**src/hw/cia_pkg.sv**
```systemverilog
// Package with encodings, field positions and timing counts of the compact ALU decoder.
`default_nettype none
package cia_pkg;
  // Format recognition tags on the leading opcode bits.
  localparam int           F13_TAG_HI = 15;
  localparam int           F13_TAG_LO = 13;
  localparam int           F2_TAG_LO  = 11;
  localparam int           F4_TAG_LO  = 10;
  localparam logic [2:0]   F1_TAG     = 3'h0;
  localparam logic [4:0]   F2_TAG     = 5'h03;
  localparam logic [2:0]   F3_TAG     = 3'h1;
  localparam logic [5:0]   F4_TAG     = 6'h10;
  // Field positions.
  localparam int           OP2_HI     = 12;
  localparam int           OP2_LO     = 11;
  localparam int           SHIMM_HI   = 10;
  localparam int           SHIMM_LO   = 6;
  localparam int           SRC_HI     = 5;
  localparam int           SRC_LO     = 3;
  localparam int           DST_HI     = 2;
  localparam int           DST_LO     = 0;
  localparam int           F2_IMM_BIT = 10;
  localparam int           F2_SUB_BIT = 9;
  localparam int           SEC_HI     = 8;
  localparam int           SEC_LO     = 6;
  localparam int           F3_DST_HI  = 10;
  localparam int           F3_DST_LO  = 8;
  localparam int           BYTE_HI    = 7;
  localparam int           BYTE_LO    = 0;
  localparam int           OP4_HI     = 9;
  localparam int           OP4_LO     = 6;
  // Shifter kinds; the shifted-move opcodes use the first three directly.
  localparam logic [1:0]   SH_LEFT    = 2'h0;
  localparam logic [1:0]   SH_RLOG    = 2'h1;
  localparam logic [1:0]   SH_RARITH  = 2'h2;
  localparam logic [1:0]   SH_ROT     = 2'h3;
  localparam int           SH_AMT_W   = 8;
  localparam logic [5:0]   SH_FULL    = 6'h20;
  localparam logic [5:0]   SH_OVER    = 6'h21;
  // Immediate-format opcodes.
  localparam logic [1:0]   OP3_COPY   = 2'h0;
  localparam logic [1:0]   OP3_CMP    = 2'h1;
  localparam logic [1:0]   OP3_ADD    = 2'h2;
  localparam logic [1:0]   OP3_SUB    = 2'h3;
  // Two-register ALU opcodes.
  localparam logic [3:0]   OP4_AND    = 4'h0;
  localparam logic [3:0]   OP4_XOR    = 4'h1;
  localparam logic [3:0]   OP4_SLL    = 4'h2;
  localparam logic [3:0]   OP4_SRL    = 4'h3;
  localparam logic [3:0]   OP4_SRA    = 4'h4;
  localparam logic [3:0]   OP4_ADC    = 4'h5;
  localparam logic [3:0]   OP4_SBB    = 4'h6;
  localparam logic [3:0]   OP4_ROT    = 4'h7;
  localparam logic [3:0]   OP4_ANF    = 4'h8;
  localparam logic [3:0]   OP4_NEG    = 4'h9;
  localparam logic [3:0]   OP4_CMP    = 4'ha;
  localparam logic [3:0]   OP4_ADF    = 4'hb;
  localparam logic [3:0]   OP4_OR     = 4'hc;
  localparam logic [3:0]   OP4_MUL    = 4'hd;
  localparam logic [3:0]   OP4_CLR    = 4'he;
  localparam logic [3:0]   OP4_INV    = 4'hf;
  // Cycle counts matching the native equivalents.
  localparam int           CNT_W      = 3;
  localparam logic [2:0]   CYC_ONE    = 3'h1;
  localparam logic [2:0]   CYC_REGSH  = 3'h2;
  localparam logic [2:0]   CYC_MUL_M1 = 3'h2;
  localparam logic [2:0]   CYC_MUL_M2 = 3'h3;
  localparam logic [2:0]   CYC_MUL_M3 = 3'h4;
  localparam logic [2:0]   CYC_MUL_M4 = 3'h5;
  localparam int           MUL_B1     = 8;
  localparam int           MUL_B2     = 16;
  localparam int           MUL_B3     = 24;
  localparam logic [3:0]   FLAGS_RST  = 4'h0;
  typedef enum logic {CIA_IDLE, CIA_HOLD} cia_state_type;
endpackage
`default_nettype wire

```
**src/hw/cia_alu_ops_decode.sv**
```systemverilog
// Decode and execute of the compressed shift, add/subtract, immediate and ALU formats.
//
// Functional notes
// - Shifted-move opcode 00 shifts source left by immediate.
// - Opcode 01 shifts source right logically, zero fill.
// - Opcode 10 shifts source right arithmetically, sign fill.
// - Every instruction here updates the condition flags.
// - Shifted-move reads and writes low registers only.
// - Three-operand add: source plus second register.
// - Three-operand add: source plus 3-bit immediate.
// - Three-operand subtract: source minus second register.
// - Three-operand subtract: source minus 3-bit immediate.
// - Immediate opcode 00 loads zero-extended byte.
// - Immediate compare sets flags, register unchanged.
// - Immediate opcode 10 adds byte into destination.
// - Immediate opcode 11 subtracts byte from destination.
// - AND, XOR, OR, AND-NOT, and invert copy.
// - Register-amount left, right, arithmetic shifts and rotate.
// - Add with carry, subtract with borrow.
// - Test, compare, compare negative set flags only.
// - Two's complement writes zero minus source.
// - Product of source and destination into destination.
// - Cycle count equals the native equivalent.
// - Only general registers 0 to 7 reachable.
`default_nettype none
module cia_alu_ops_decode #(
  parameter int DW   = 32,
  parameter int NREG = 8
) (
  input  wire logic                    mclk,
  input  wire logic                    rst,
  input  wire logic                    instr_valid,
  input  wire logic [15:0]             instr,
  input  wire logic [$clog2(NREG)-1:0] peek_idx,
  output logic                         busy,
  output logic                         done,
  output logic                         not_ours,
  output logic                         wr_en,
  output logic      [$clog2(NREG)-1:0] wr_idx,
  output logic      [DW-1:0]           wr_data,
  output logic                         flag_n,
  output logic                         flag_z,
  output logic                         flag_c,
  output logic                         flag_v,
  output logic      [DW-1:0]           peek_data
);
  localparam int IW = $clog2(NREG);

  cia_pkg::cia_state_type state;
  logic [cia_pkg::CNT_W-1:0] cnt;
  logic [15:0]               held;
  logic [DW-1:0]             regs [NREG];

  logic [15:0]       cur;
  logic              accept;
  logic              is_f1;
  logic              is_f2;
  logic              is_f3;
  logic              is_f4;
  logic              known;
  logic [1:0]        op2;
  logic [3:0]        op4;
  logic [IW-1:0]     src_idx;
  logic [IW-1:0]     sec_idx;
  logic [IW-1:0]     dst_idx;
  logic [DW-1:0]     src_val;
  logic [DW-1:0]     sec_val;
  logic [DW-1:0]     dst_val;
  logic [DW-1:0]     small_imm;
  logic [DW-1:0]     byte_imm;
  logic [4:0]        shift_imm;
  logic              is_regsh;
  logic              is_mul;
  logic [2:0]        mul_cyc;
  logic [2:0]        need_cyc;
  logic              commit;

  logic [DW-1:0]     add_a;
  logic [DW-1:0]     add_b;
  logic              add_cin;
  logic [DW:0]       sum;
  logic              add_ovf;
  logic [DW-1:0]     prod;

  logic [DW-1:0]     sh_val;
  logic [cia_pkg::SH_AMT_W-1:0] sh_amt;
  logic [1:0]        sh_kind;
  logic [DW-1:0]     sh_res;
  logic              sh_c;

  logic [DW-1:0]     res;
  logic              wr_req;
  logic              next_c;
  logic              next_v;

  // Instruction in flight: a multi-cycle one is held so the decode stage may move on.
  assign cur    = (state == cia_pkg::CIA_HOLD) ? held : instr;
  assign accept = instr_valid && (state == cia_pkg::CIA_IDLE);

  // Formats are recognised by their fixed leading bits.
  assign is_f1 = (cur[cia_pkg::F13_TAG_HI:cia_pkg::F13_TAG_LO] == cia_pkg::F1_TAG)
               && (cur[cia_pkg::OP2_HI:cia_pkg::OP2_LO] != cia_pkg::SH_ROT);
  assign is_f2 = (cur[cia_pkg::F13_TAG_HI:cia_pkg::F2_TAG_LO] == cia_pkg::F2_TAG);
  assign is_f3 = (cur[cia_pkg::F13_TAG_HI:cia_pkg::F13_TAG_LO] == cia_pkg::F3_TAG);
  assign is_f4 = (cur[cia_pkg::F13_TAG_HI:cia_pkg::F4_TAG_LO] == cia_pkg::F4_TAG);
  assign known = is_f1 || is_f2 || is_f3 || is_f4;

  assign op2       = cur[cia_pkg::OP2_HI:cia_pkg::OP2_LO];
  assign op4       = cur[cia_pkg::OP4_HI:cia_pkg::OP4_LO];
  assign shift_imm = cur[cia_pkg::SHIMM_HI:cia_pkg::SHIMM_LO];
  // Three-bit fields can only name registers 0 to 7.
  assign src_idx = cur[cia_pkg::SRC_HI:cia_pkg::SRC_LO];
  assign sec_idx = cur[cia_pkg::SEC_HI:cia_pkg::SEC_LO];
  assign dst_idx = is_f3 ? cur[cia_pkg::F3_DST_HI:cia_pkg::F3_DST_LO]
                         : cur[cia_pkg::DST_HI:cia_pkg::DST_LO];
  assign src_val = regs[src_idx];
  assign sec_val = regs[sec_idx];
  assign dst_val = regs[dst_idx];
  assign small_imm = DW'(cur[cia_pkg::SEC_HI:cia_pkg::SEC_LO]);
  assign byte_imm  = DW'(cur[cia_pkg::BYTE_HI:cia_pkg::BYTE_LO]);

  // Timing: register-amount shifts cost one internal cycle, a product one
  // to four more depending on how many top bytes of the multiplier are sign.
  assign is_regsh = is_f4 && ((op4 == cia_pkg::OP4_SLL) || (op4 == cia_pkg::OP4_SRL)
                   || (op4 == cia_pkg::OP4_SRA) || (op4 == cia_pkg::OP4_ROT));
  assign is_mul   = is_f4 && (op4 == cia_pkg::OP4_MUL);
  assign mul_cyc  = ((dst_val[DW-1:cia_pkg::MUL_B1] == '0) || (&dst_val[DW-1:cia_pkg::MUL_B1]))
                    ? cia_pkg::CYC_MUL_M1 :
                    ((dst_val[DW-1:cia_pkg::MUL_B2] == '0) || (&dst_val[DW-1:cia_pkg::MUL_B2]))
                    ? cia_pkg::CYC_MUL_M2 :
                    ((dst_val[DW-1:cia_pkg::MUL_B3] == '0) || (&dst_val[DW-1:cia_pkg::MUL_B3]))
                    ? cia_pkg::CYC_MUL_M3 : cia_pkg::CYC_MUL_M4;
  assign need_cyc = is_mul ? mul_cyc : is_regsh ? cia_pkg::CYC_REGSH : cia_pkg::CYC_ONE;
  assign commit   = (accept && (need_cyc == cia_pkg::CYC_ONE))
                 || ((state == cia_pkg::CIA_HOLD) && (cnt == cia_pkg::CYC_ONE));

  // Adder operand selection; subtraction is addition of the inverse plus one.
  always_comb begin
    add_a   = dst_val;
    add_b   = ~src_val;
    add_cin = 1'b1;
    if (is_f2) begin
      add_a   = src_val;
      add_b   = cur[cia_pkg::F2_IMM_BIT] ? small_imm : sec_val;
      add_cin = cur[cia_pkg::F2_SUB_BIT];
      if (cur[cia_pkg::F2_SUB_BIT]) begin
        add_b = ~add_b;
      end
    end else if (is_f3) begin
      add_b   = (op2 == cia_pkg::OP3_ADD) ? byte_imm : ~byte_imm;
      add_cin = (op2 != cia_pkg::OP3_ADD);
    end else if (is_f4) begin
      case (op4)
        cia_pkg::OP4_ADC: begin
          add_b   = src_val;
          add_cin = flag_c;
        end
        cia_pkg::OP4_SBB: begin
          add_cin = flag_c;
        end
        cia_pkg::OP4_NEG: begin
          add_a = '0;
        end
        cia_pkg::OP4_ADF: begin
          add_b   = src_val;
          add_cin = 1'b0;
        end
        default: begin
          add_a = dst_val;
        end
      endcase
    end
  end

  assign sum     = {1'b0, add_a} + {1'b0, add_b} + {{DW{1'b0}}, add_cin};
  assign add_ovf = (add_a[DW-1] == add_b[DW-1]) && (sum[DW-1] != add_a[DW-1]);
  assign prod    = src_val * dst_val;

  // Shifted-move takes its amount from the instruction, the ALU form from the
  // low byte of the source register.
  assign sh_val  = is_f1 ? src_val : dst_val;
  assign sh_amt  = is_f1 ? cia_pkg::SH_AMT_W'(shift_imm) : src_val[cia_pkg::SH_AMT_W-1:0];
  assign sh_kind = is_f1 ? op2 :
                   (op4 == cia_pkg::OP4_SLL) ? cia_pkg::SH_LEFT :
                   (op4 == cia_pkg::OP4_SRL) ? cia_pkg::SH_RLOG :
                   (op4 == cia_pkg::OP4_SRA) ? cia_pkg::SH_RARITH : cia_pkg::SH_ROT;

  cia_shifter #(
    .DW (DW)
  ) u_shifter (
    .value    (sh_val),
    .amt      (sh_amt),
    .kind     (sh_kind),
    .imm_form (is_f1),
    .c_in     (flag_c),
    .result   (sh_res),
    .c_out    (sh_c)
  );

  // Result, write request and new carry/overflow.
  always_comb begin
    res    = sum[DW-1:0];
    wr_req = known;
    next_c = flag_c;
    next_v = flag_v;
    if (is_f1) begin
      res    = sh_res;
      next_c = sh_c;
    end else if (is_f2) begin
      next_c = sum[DW];
      next_v = add_ovf;
    end else if (is_f3) begin
      if (op2 == cia_pkg::OP3_COPY) begin
        res = byte_imm;
      end else begin
        next_c = sum[DW];
        next_v = add_ovf;
      end
      wr_req = (op2 != cia_pkg::OP3_CMP);
    end else if (is_f4) begin
      case (op4)
        cia_pkg::OP4_AND,
        cia_pkg::OP4_ANF: res = dst_val & src_val;
        cia_pkg::OP4_XOR: res = dst_val ^ src_val;
        cia_pkg::OP4_OR:  res = dst_val | src_val;
        cia_pkg::OP4_CLR: res = dst_val & ~src_val;
        cia_pkg::OP4_INV: res = ~src_val;
        cia_pkg::OP4_MUL: res = prod;
        cia_pkg::OP4_SLL,
        cia_pkg::OP4_SRL,
        cia_pkg::OP4_SRA,
        cia_pkg::OP4_ROT: begin
          res    = sh_res;
          next_c = sh_c;
        end
        default: begin
          next_c = sum[DW];
          next_v = add_ovf;
        end
      endcase
      wr_req = (op4 != cia_pkg::OP4_ANF) && (op4 != cia_pkg::OP4_CMP)
            && (op4 != cia_pkg::OP4_ADF);
    end
  end

  // Sequencer: single-cycle work commits on the accepting edge.
  always_ff @(posedge mclk or posedge rst) begin
    if (rst) begin
      state <= cia_pkg::CIA_IDLE;
      cnt   <= '0;
      held  <= '0;
    end else begin
      case (state)
        cia_pkg::CIA_IDLE: begin
          if (accept && (need_cyc != cia_pkg::CYC_ONE)) begin
            state <= cia_pkg::CIA_HOLD;
            held  <= instr;
            cnt   <= need_cyc - cia_pkg::CYC_ONE;
          end
        end
        cia_pkg::CIA_HOLD: begin
          cnt <= cnt - cia_pkg::CYC_ONE;
          if (cnt == cia_pkg::CYC_ONE) begin
            state <= cia_pkg::CIA_IDLE;
          end
        end
        default: state <= cia_pkg::CIA_IDLE;
      endcase
    end
  end

  // The register bank holds only the low registers.
  for (genvar g = 0; g < NREG; g++) begin : g_bank
    always_ff @(posedge mclk or posedge rst) begin
      if (rst) begin
        regs[g] <= '0;
      end else if (commit && wr_req && (dst_idx == IW'(g))) begin
        regs[g] <= res;
      end
    end
  end

  // Outputs and flags. An unknown encoding is reported and changes nothing.
  always_ff @(posedge mclk or posedge rst) begin
    if (rst) begin
      {flag_n, flag_z, flag_c, flag_v} <= cia_pkg::FLAGS_RST;
      done      <= 1'b0;
      not_ours  <= 1'b0;
      wr_en     <= 1'b0;
      wr_idx    <= '0;
      wr_data   <= '0;
      busy      <= 1'b0;
      peek_data <= '0;
    end else begin
      done      <= commit && known;
      not_ours  <= commit && !known;
      wr_en     <= commit && wr_req;
      busy      <= (accept && (need_cyc != cia_pkg::CYC_ONE))
                || ((state == cia_pkg::CIA_HOLD) && (cnt != cia_pkg::CYC_ONE));
      peek_data <= regs[peek_idx];
      if (commit && known) begin
        wr_idx  <= dst_idx;
        wr_data <= res;
        flag_n  <= res[DW-1];
        flag_z  <= (res == '0);
        flag_c  <= next_c;
        flag_v  <= next_v;
      end
    end
  end
endmodule
`default_nettype wire

```
**src/hw/cia_shifter.sv**
```systemverilog
// Barrel shifter with native carry-out rules for immediate and register amounts.
`default_nettype none
module cia_shifter #(
  parameter int DW = 32
) (
  input  wire logic [DW-1:0]                value,
  input  wire logic [cia_pkg::SH_AMT_W-1:0] amt,
  input  wire logic [1:0]                   kind,
  input  wire logic                         imm_form,
  input  wire logic                         c_in,
  output logic      [DW-1:0]                result,
  output logic                              c_out
);
  localparam int RW = $clog2(DW);

  logic              zero_amt;
  logic              keep;
  logic              fill;
  logic [5:0]        eff;
  logic [2*DW:0]     left_ext;
  logic [2*DW+1:0]   right_ext;
  logic [2*DW-1:0]   rot_ext;

  assign zero_amt = (amt == '0);
  // An immediate of zero means a full-width shift for right shifts, so only
  // a left shift by zero, or any register amount of zero, keeps value and carry.
  assign keep = zero_amt && !(imm_form && (kind != cia_pkg::SH_LEFT));
  assign fill = (kind == cia_pkg::SH_RARITH) ? value[DW-1] : 1'b0;
  assign eff  = (imm_form && zero_amt) ? cia_pkg::SH_FULL :
                (amt > 8'(cia_pkg::SH_OVER)) ? cia_pkg::SH_OVER : amt[5:0];
  assign left_ext  = {{(DW+1){1'b0}}, value} << eff;
  assign right_ext = {{(DW+1){fill}}, value, 1'b0} >> eff;
  assign rot_ext   = {value, value} >> amt[RW-1:0];

  always_comb begin
    result = value;
    c_out  = c_in;
    if (!keep) begin
      case (kind)
        cia_pkg::SH_LEFT: begin
          result = left_ext[DW-1:0];
          c_out  = left_ext[DW];
        end
        cia_pkg::SH_ROT: begin
          result = rot_ext[DW-1:0];
          c_out  = rot_ext[DW-1];
        end
        default: begin
          result = right_ext[DW:1];
          c_out  = right_ext[0];
        end
      endcase
    end
  end
endmodule
`default_nettype wire

```
**config.mk**
```make
export PLATFORM = sky130hd
export DESIGN_NAME = cia_alu_ops_decode
export DESIGN_NICKNAME = d
export VERILOG_FILES = /design/src/hw/cia_pkg.sv /design/src/hw/cia_alu_ops_decode.sv /design/src/hw/cia_shifter.sv
export SDC_FILE = /design/constraint.sdc
export NUM_CORES = 2
export LEC_CHECK = 0
export ABC_AREA = 1
export BUFFER_PORTS_ARGS = -buffer_cell sky130_fd_sc_hd__buf_2
export CORE_ASPECT_RATIO = 1.2
export CORE_MARGIN = 5
export CORE_UTILIZATION = 60
export DETAILED_ROUTE_END_ITERATION = 10
export HOLD_SLACK_MARGIN = 0.06
export PLACE_DENSITY = 0.77
export SLEW_MARGIN = 20
export SYNTH_ARGS = -nofsm -noshare
export SYNTH_HDL_FRONTEND = slang
export SYNTH_SLANG_ARGS = --single-unit
```
**constraint.sdc**
```tcl
create_clock -name mclk -period 30.2 [get_ports mclk]
set_input_delay 3.02 -clock mclk [delete_from_list [all_inputs] [get_ports mclk]]
set_output_delay 3.02 -clock mclk [all_outputs]
set_load 0.03 [all_outputs]
```
# After elaboration in Yosys (flattened, before gate mapping)
# Index checks and enable logic that the tools add are counted.
totals:
  in_bits: 22
  reg_bits: 351
  out_inout_bits: 75
  elab_cells: 228
op_classes:
  add_sub_neg: 4
  n_mul: 1
  magnitude_cmp: 5
  n_eq_ne: 44
  n_shift: 3
  n_reduce_logical: 63
  bitwise: 13
  n_mux: 73
op_table:
  columns: ["cell", "n"]
  rows:
  - ["$mux 32", 26]
  - ["$bmux 32 s3", 4]
  - ["$pmux 32 s7", 1]
  - ["$shr 66x6->33", 1]
  - ["$and 32x32->32", 2]
  - ["$not 32->32", 2]
  - ["$pmux 32 s2", 1]
  - ["$shr 64x5->32", 1]
  - ["$add 32x32->33", 1]
  - ["$add 33x1->33", 1]
  - ["$shl 32x6->33", 1]
  - ["$logic_not 32->1", 1]
  - ["$mul 32x32->32", 1]
  - ["$not 8->32", 1]
  - ["$or 32x32->32", 1]
  - ["$xor 32x32->32", 1]
  - ["$eq 4x4->1 const B", 7]
  - ["$logic_and 1x1->1", 25]
  - ["$logic_not 24->1", 1]
  - ["$reduce_and 24->1", 1]
  - ["$mux 1", 23]
  - ["$eq 4x3->1 const B", 4]
  - ["$ge 4x4->1 const B", 4]
  - ["$logic_not 16->1", 1]
  - ["45 further kinds", 94]

# Logic depth before layout (Yosys ltp)
depth:
  word_depth: 19
  depth_mapped: 57
  mapped_depth_nobuf: 52

# Modules after synthesis
# From an unflattened synthesis, not the netlist that was laid out.
hier_totals:
  cells_unflattened: 7751
  area_unflattened_um2: 50613.5
modules_own_cells:
  columns: ["mod", "cells_per_inst", "seq_area_each_um2", "area_per_inst_um2", "n_inst"]
  rows:
  - ["cia_alu_ops_decode", 6374, 8758.4, 44275.0, 1]
  - ["cia_shifter", 1377, 0.0, 6338.6, 1]

# Worst setup path before layout
# Ideal clock, no wire load.
synth_timing:
  path_kind: "input-to-reg"
  startpoint: "input port instr[3]"
  endpoint: "register flag_z"
  setup_time_ns: 0.065
  slack_ns: 19.040
  arrival_ns: 11.095
  t_required_ns: 30.135
  path_stages: 46
  path_buffers: 6
  cell_sequence: "nand2_2 > nand2_2 > buf_2 > buf_6 > buf_2 > buf_2 > o21ai_0 > nand3_1 > nand2_1 > clkbuf_1 > inv_1 > clkbuf_1 > nor2_1 > fa_1 > fa_1 > fa_1 > inv_1 > fa_1 > [10 not listed] > nand3_1 > nand2_1 > nand2_1 > nand2_1 > nand2_1 > inv_1 > nor2_1 > inv_1 > or2_2 > a221oi_1 > nand2_1 > nand2_1 > nand2_1 > nand2_1 > nand2_1 > nor2_1 > nand3_1 > nand2_1"
synth_between:
  elab_chain_cells: 18
  word_cells_on_any_way: 41
  classes_between: "add/sub (2); mul (1); order compare (1); shift (3); mux (23); bitwise (7); reduce/logical (4)"
synth_lines:
  columns: ["item", "line_no", "source"]
  rows:
  - ["start, declared", "cia_alu_ops_decode.sv:33", "input wire logic [15:0] instr,"]
  - ["$mux 16 *", "cia_alu_ops_decode.sv:97", "assign cur = (state == cia_pkg::CIA_HOLD) ? held : instr;"]
  - ["$not 3->4 (not written as such)", "cia_alu_ops_decode.sv:116", "assign src_val = regs[src_idx];"]
  - ["$bmux 32 s3", "cia_alu_ops_decode.sv:116", null]
  - ["$mux 32 (not written as such) (2 in series)", "cia_alu_ops_decode.sv:116", null]
  - ["$not 32->32 or $mux 8 (tied branches)", null, null]
  - ["$mux 32 (tied with other cells)", "cia_alu_ops_decode.sv:153", "case (op4)"]
  - ["$mux 32 (tied with other cells)", "cia_alu_ops_decode.sv:152", "end else if (is_f4) begin"]
  - ["$mux 32 or $mux 6 (tied branches)", "cia_alu_ops_decode.sv:149, cia_shifter.sv:29", null]
  - ["$mux 32 (tied with other cells)", "cia_alu_ops_decode.sv:142", "if (is_f2) begin"]
  - ["$add 32x32->33 or $pmux 32 s2 (tied branches)", "cia_alu_ops_decode.sv:175, cia_shifter.sv:39", null]
  - ["$add 33x1->33 or $mux 32 (tied branches)", "cia_alu_ops_decode.sv:175, cia_shifter.sv:38", null]
  - ["$pmux 32 s7", "cia_alu_ops_decode.sv:221", "case (op4)"]
  - ["$mux 32", "cia_alu_ops_decode.sv:220", "end else if (is_f4) begin"]
  - ["$mux 32", "cia_alu_ops_decode.sv:212", "end else if (is_f3) begin"]
  - ["$mux 32", "cia_alu_ops_decode.sv:209", "end else if (is_f2) begin"]
  - ["$mux 32 *", "cia_alu_ops_decode.sv:206", "if (is_f1) begin"]
  - ["$logic_not 32->1 *", "cia_alu_ops_decode.sv:305", "flag_z <= (res == '0);"]
  - ["end signal, assigned", "cia_alu_ops_decode.sv:286", "{flag_n, flag_z, flag_c, flag_v} <= cia_pkg::FLAGS_RST;"]
  - ["end signal, assigned", "cia_alu_ops_decode.sv:305", null]
  - ["end, declared", "cia_alu_ops_decode.sv:42", "output logic flag_z,"]
# Mark *: on every way between the ends. The rest lies on a longest branch, timed or not. The select of a mux whose other input is x is not followed.
# A chain may end at the register's enable or synchronous reset.

# Final worst setup path
layout_timing:
  startpoint: "input port instr[15]"
  endpoint: "register flag_z"
layout_between:
  elab_chain_cells: 19
  word_cells_on_any_way: 79
  classes_between: "add/sub (2); mul (1); order compare (1); eq/ne (6); shift (3); mux (34); bitwise (5); reduce/logical (27)"
layout_lines:
  columns: ["item", "line_no", "source"]
  rows:
  - ["$mux 16 *", "cia_alu_ops_decode.sv:97", null]
  - ["$eq 3x1->1", "cia_alu_ops_decode.sv:104", "assign is_f3 = (cur[cia_pkg::F13_TAG_HI:cia_pkg::F13_TAG_LO] == cia_pkg::F3_TAG);"]
  - ["$mux 3", "cia_alu_ops_decode.sv:114", "assign dst_idx = is_f3 ? cur[cia_pkg::F3_DST_HI:cia_pkg::F3_DST_LO]"]
  - ["$not 3->4 (not written as such)", "cia_alu_ops_decode.sv:118", "assign dst_val = regs[dst_idx];"]
  - ["$bmux 32 s3", "cia_alu_ops_decode.sv:118", null]
  - ["$mux 32 (not written as such) (2 in series)", "cia_alu_ops_decode.sv:118", null]
  - ["$mux 32", "cia_alu_ops_decode.sv:153", null]
  - ["$mux 32", "cia_alu_ops_decode.sv:152", null]
  - ["[2 not listed]", null, null]
  - ["$add 32x32->33", "cia_alu_ops_decode.sv:175", "assign sum = {1'b0, add_a} + {1'b0, add_b} + {{DW{1'b0}}, add_cin};"]
  - ["$add 33x1->33", "cia_alu_ops_decode.sv:175", null]
  - ["$pmux 32 s7", "cia_alu_ops_decode.sv:221", null]
  - ["$mux 32", "cia_alu_ops_decode.sv:220", null]
  - ["$mux 32", "cia_alu_ops_decode.sv:212", null]
  - ["$mux 32", "cia_alu_ops_decode.sv:209", null]
  - ["$mux 32", "cia_alu_ops_decode.sv:206", null]
  - ["$logic_not 32->1", "cia_alu_ops_decode.sv:305", null]
# Marked as above.

==> qor.txt <==
Clock slew at reported path FFs: 70 ps
Hold-fix buffers, CTS: 0
Root buf cell: clkbuf_16
Flop-to-flop setup slack: 17380 ps
Post-CTS sizing: 0
Tcrit/Tclk final: 0.480
Synth Cell Area: 50300 sq um
Final #Nets: 8079
Die ar.: 89800 sq um
Vias in the first global route: 54065
Hold/Removal Path Class: register to register
DRC violations left: 0
Vias per std cell: 6.68
Slew margin rel.: 0.176
Met2 WL post-DR: 94500 um
Die height: 327 um
Final Hold Fails: 0
HPWL after detailed placement: 165000 um
Std-Cell Rows: 116
Unique masters post-synth: 66
H-tree Lvls: 2
CTS tree: done
Slew @ Worst Pin: 1210 ps
Inserted Clock Buffers: 34
Sink Count: 350
Routed Antenna Nets: 0
WL met3: 35500 um
Most common cell after layout, fill and taps aside: nand2_1
Arr. time, crit path: 14980 ps
Max cap viols: 0
Peak Freq: 0.0690 GHz
Clk buf depth: 3
Routed via count: 57412
GR Overflow Total: 0
RSZ-0062 raised after global routing: false
Iter 0 DRT Violations: 9820
CP most frequent cell: nand2_1
FF+latch count, synth: 350
Wl on met1: 78200 um
Fill cells: 7821
Final Skew: 26.8 ps
Syn_area_per_cell: 6.55 sq um
Post-synth EDFFs: 0
Setup Fix Bufs, Post-CTS: 0
Tmin final: 14480 ps
Post-route design area: 52300 sq um
Drt first pass iters: 10
Max incr delay on CP: 710 ps
Core area: 83300 sq um
Final setup viols: 0
Drt wl/cell: 27.2 um
Top layer in use: met5
Sum of negative setup slack: 0 ps
CP Launch Type: input pin
Worst skew pair latency: 570 ps
Initial core utilization: 0.604
Routability cong.: 1.11
Mapped Cells: 7681
Largest net degree at the start of global routing: 111
Most used DFF post-synth: dfrtp_1
Synth warn: 0
WP data required: 30690 ps
Worst slack, placed: 15650 ps
Initial antenna violation count: 12
Slowest CP cell: nand2_4
Status: finished, final reports clean
CP max FO: 88
Syn nets: 8321
Register area share after synthesis: 0.174
Most frequent cells in the layout: 2032 x nand2_1, 996 x nand3_1, 868 x inv_1
I/O Buffers: 96
Ys async rst share: 1.00
Global-route wire length before repair: 340000 um
Synth top area cells: dfrtp_1 17%, fa_1 16%, nand2_1 15%
Fraction of layout instances using a drive strength above 1: 0.0607
Max Transition Viols Final: 0
Area after DPL: 51100 sq um
Setup WS post-layout: 15720 ps
Layout area overhead: 3.98%
Synth top area share: 0.174
CP Class: input pin to register
GRT Overall Usage: 0.503
Yosys top cell by area: dfrtp_1
Width of the die: 274 um
I/O Pins: 97
Critical path capture point type: register
Routed wire length: 233000 um
-- sequential cells by signal (all words and copies together), names as in the netlist --
name	cells
not_ours	1
peek_data	32
wr_idx	3
cnt	3
regs	256
flag_z	1
flag_v	1
busy	1
flag_c	1
wr_en	1
done	1
held	16
state	1
wr_data	32
-- logic make-up (layout without fill, tap and decap cells) --
family | Yosys count | in the layout | share of synthesized area
AOI/OAI and AO/OA | 1532 | 1532 | 0.174
xor gates and xnor gates | 99 | 99 | 0.0172
adders and majority gates | 618 | 618 | 0.215
buffers and inverters | 1444 | 1227 | 0.115
DFF | 350 | 350 | 0.174
other | 0 | 5 | 0
and+or+nand+nor | 3638 | 3638 | 0.305
-- metrics by stage --
stage / util / instances / hold WS [ps]
2_1_floorplan: - / 7681 / 428
3_3_place_gp: 0.614 / 8524 / 441
3_5_place_dp: 0.614 / 8524 / 450
4_1_cts: 0.628 / 8585 / 467
5_1_grt: 0.628 / 8585 / 478
6_report: 0.628 / 8590 / 468
-- path summary, 6_finish.rpt --
path	from	to	cells after the start
hold reg to reg	held[12]	held[12]	2
setup / recovery	instr[15]	flag_z	50
hold / removal	held[12]	held[12]	2
max in group asynchronous	rst	regs[248]	4
setup reg to reg	state	flag_z	50
min in group asynchronous	rst	regs[161]	2
-- worst max-delay path, delay by kind of cell --
kind	cells	cell delay (ps)
adder cells (fa/ha/maj)	9	3900
buffers and inverters	10	2440
AO/OA/AOI/OAI	5	1280
AND/OR/NAND/NOR	26	4220
-- final cells by class --
cell class	count	area (sq um)	share of cell area
multi-input cells	5887	35900	0.686
flip-flops and latches	350	8760	0.167
inverters	924	3480	0.0665
repair buffers	242	1580	0.0302
well taps	1121	1400	0.0268
clock buffers	42	942	0.0180
clock inverters	19	250	0.00478
diodes	5	12.5	0.000239
-- synthesized netlist by cell type (36+ instances only) --
library cell and n:
o21ai_0 657, o211ai_1 55, buf_2 138, buf_1 77, nand2_1 2036, o22ai_1 125, fa_1 410, xor2_1 71
inv_1 875, a31oi_1 48, nand3_1 996, ha_1 208, a21oi_1 378, clkbuf_1 262, buf_4 36, a221oi_1 61
o21ai_1 54, nor2_1 468, dfrtp_1 350
-- per-layer routing --
metal  global-route usage  vias to the layer above
met1                0.614                    26267
li1                     -                    24592
met5                    0                        -
met2                0.725                     5020
met3                0.167                     1521
met4                0.397                       12
Power is left out: the tool's default activity adds up to more than one toggle a clock period on the data nets, which glitch-free logic cannot reach.
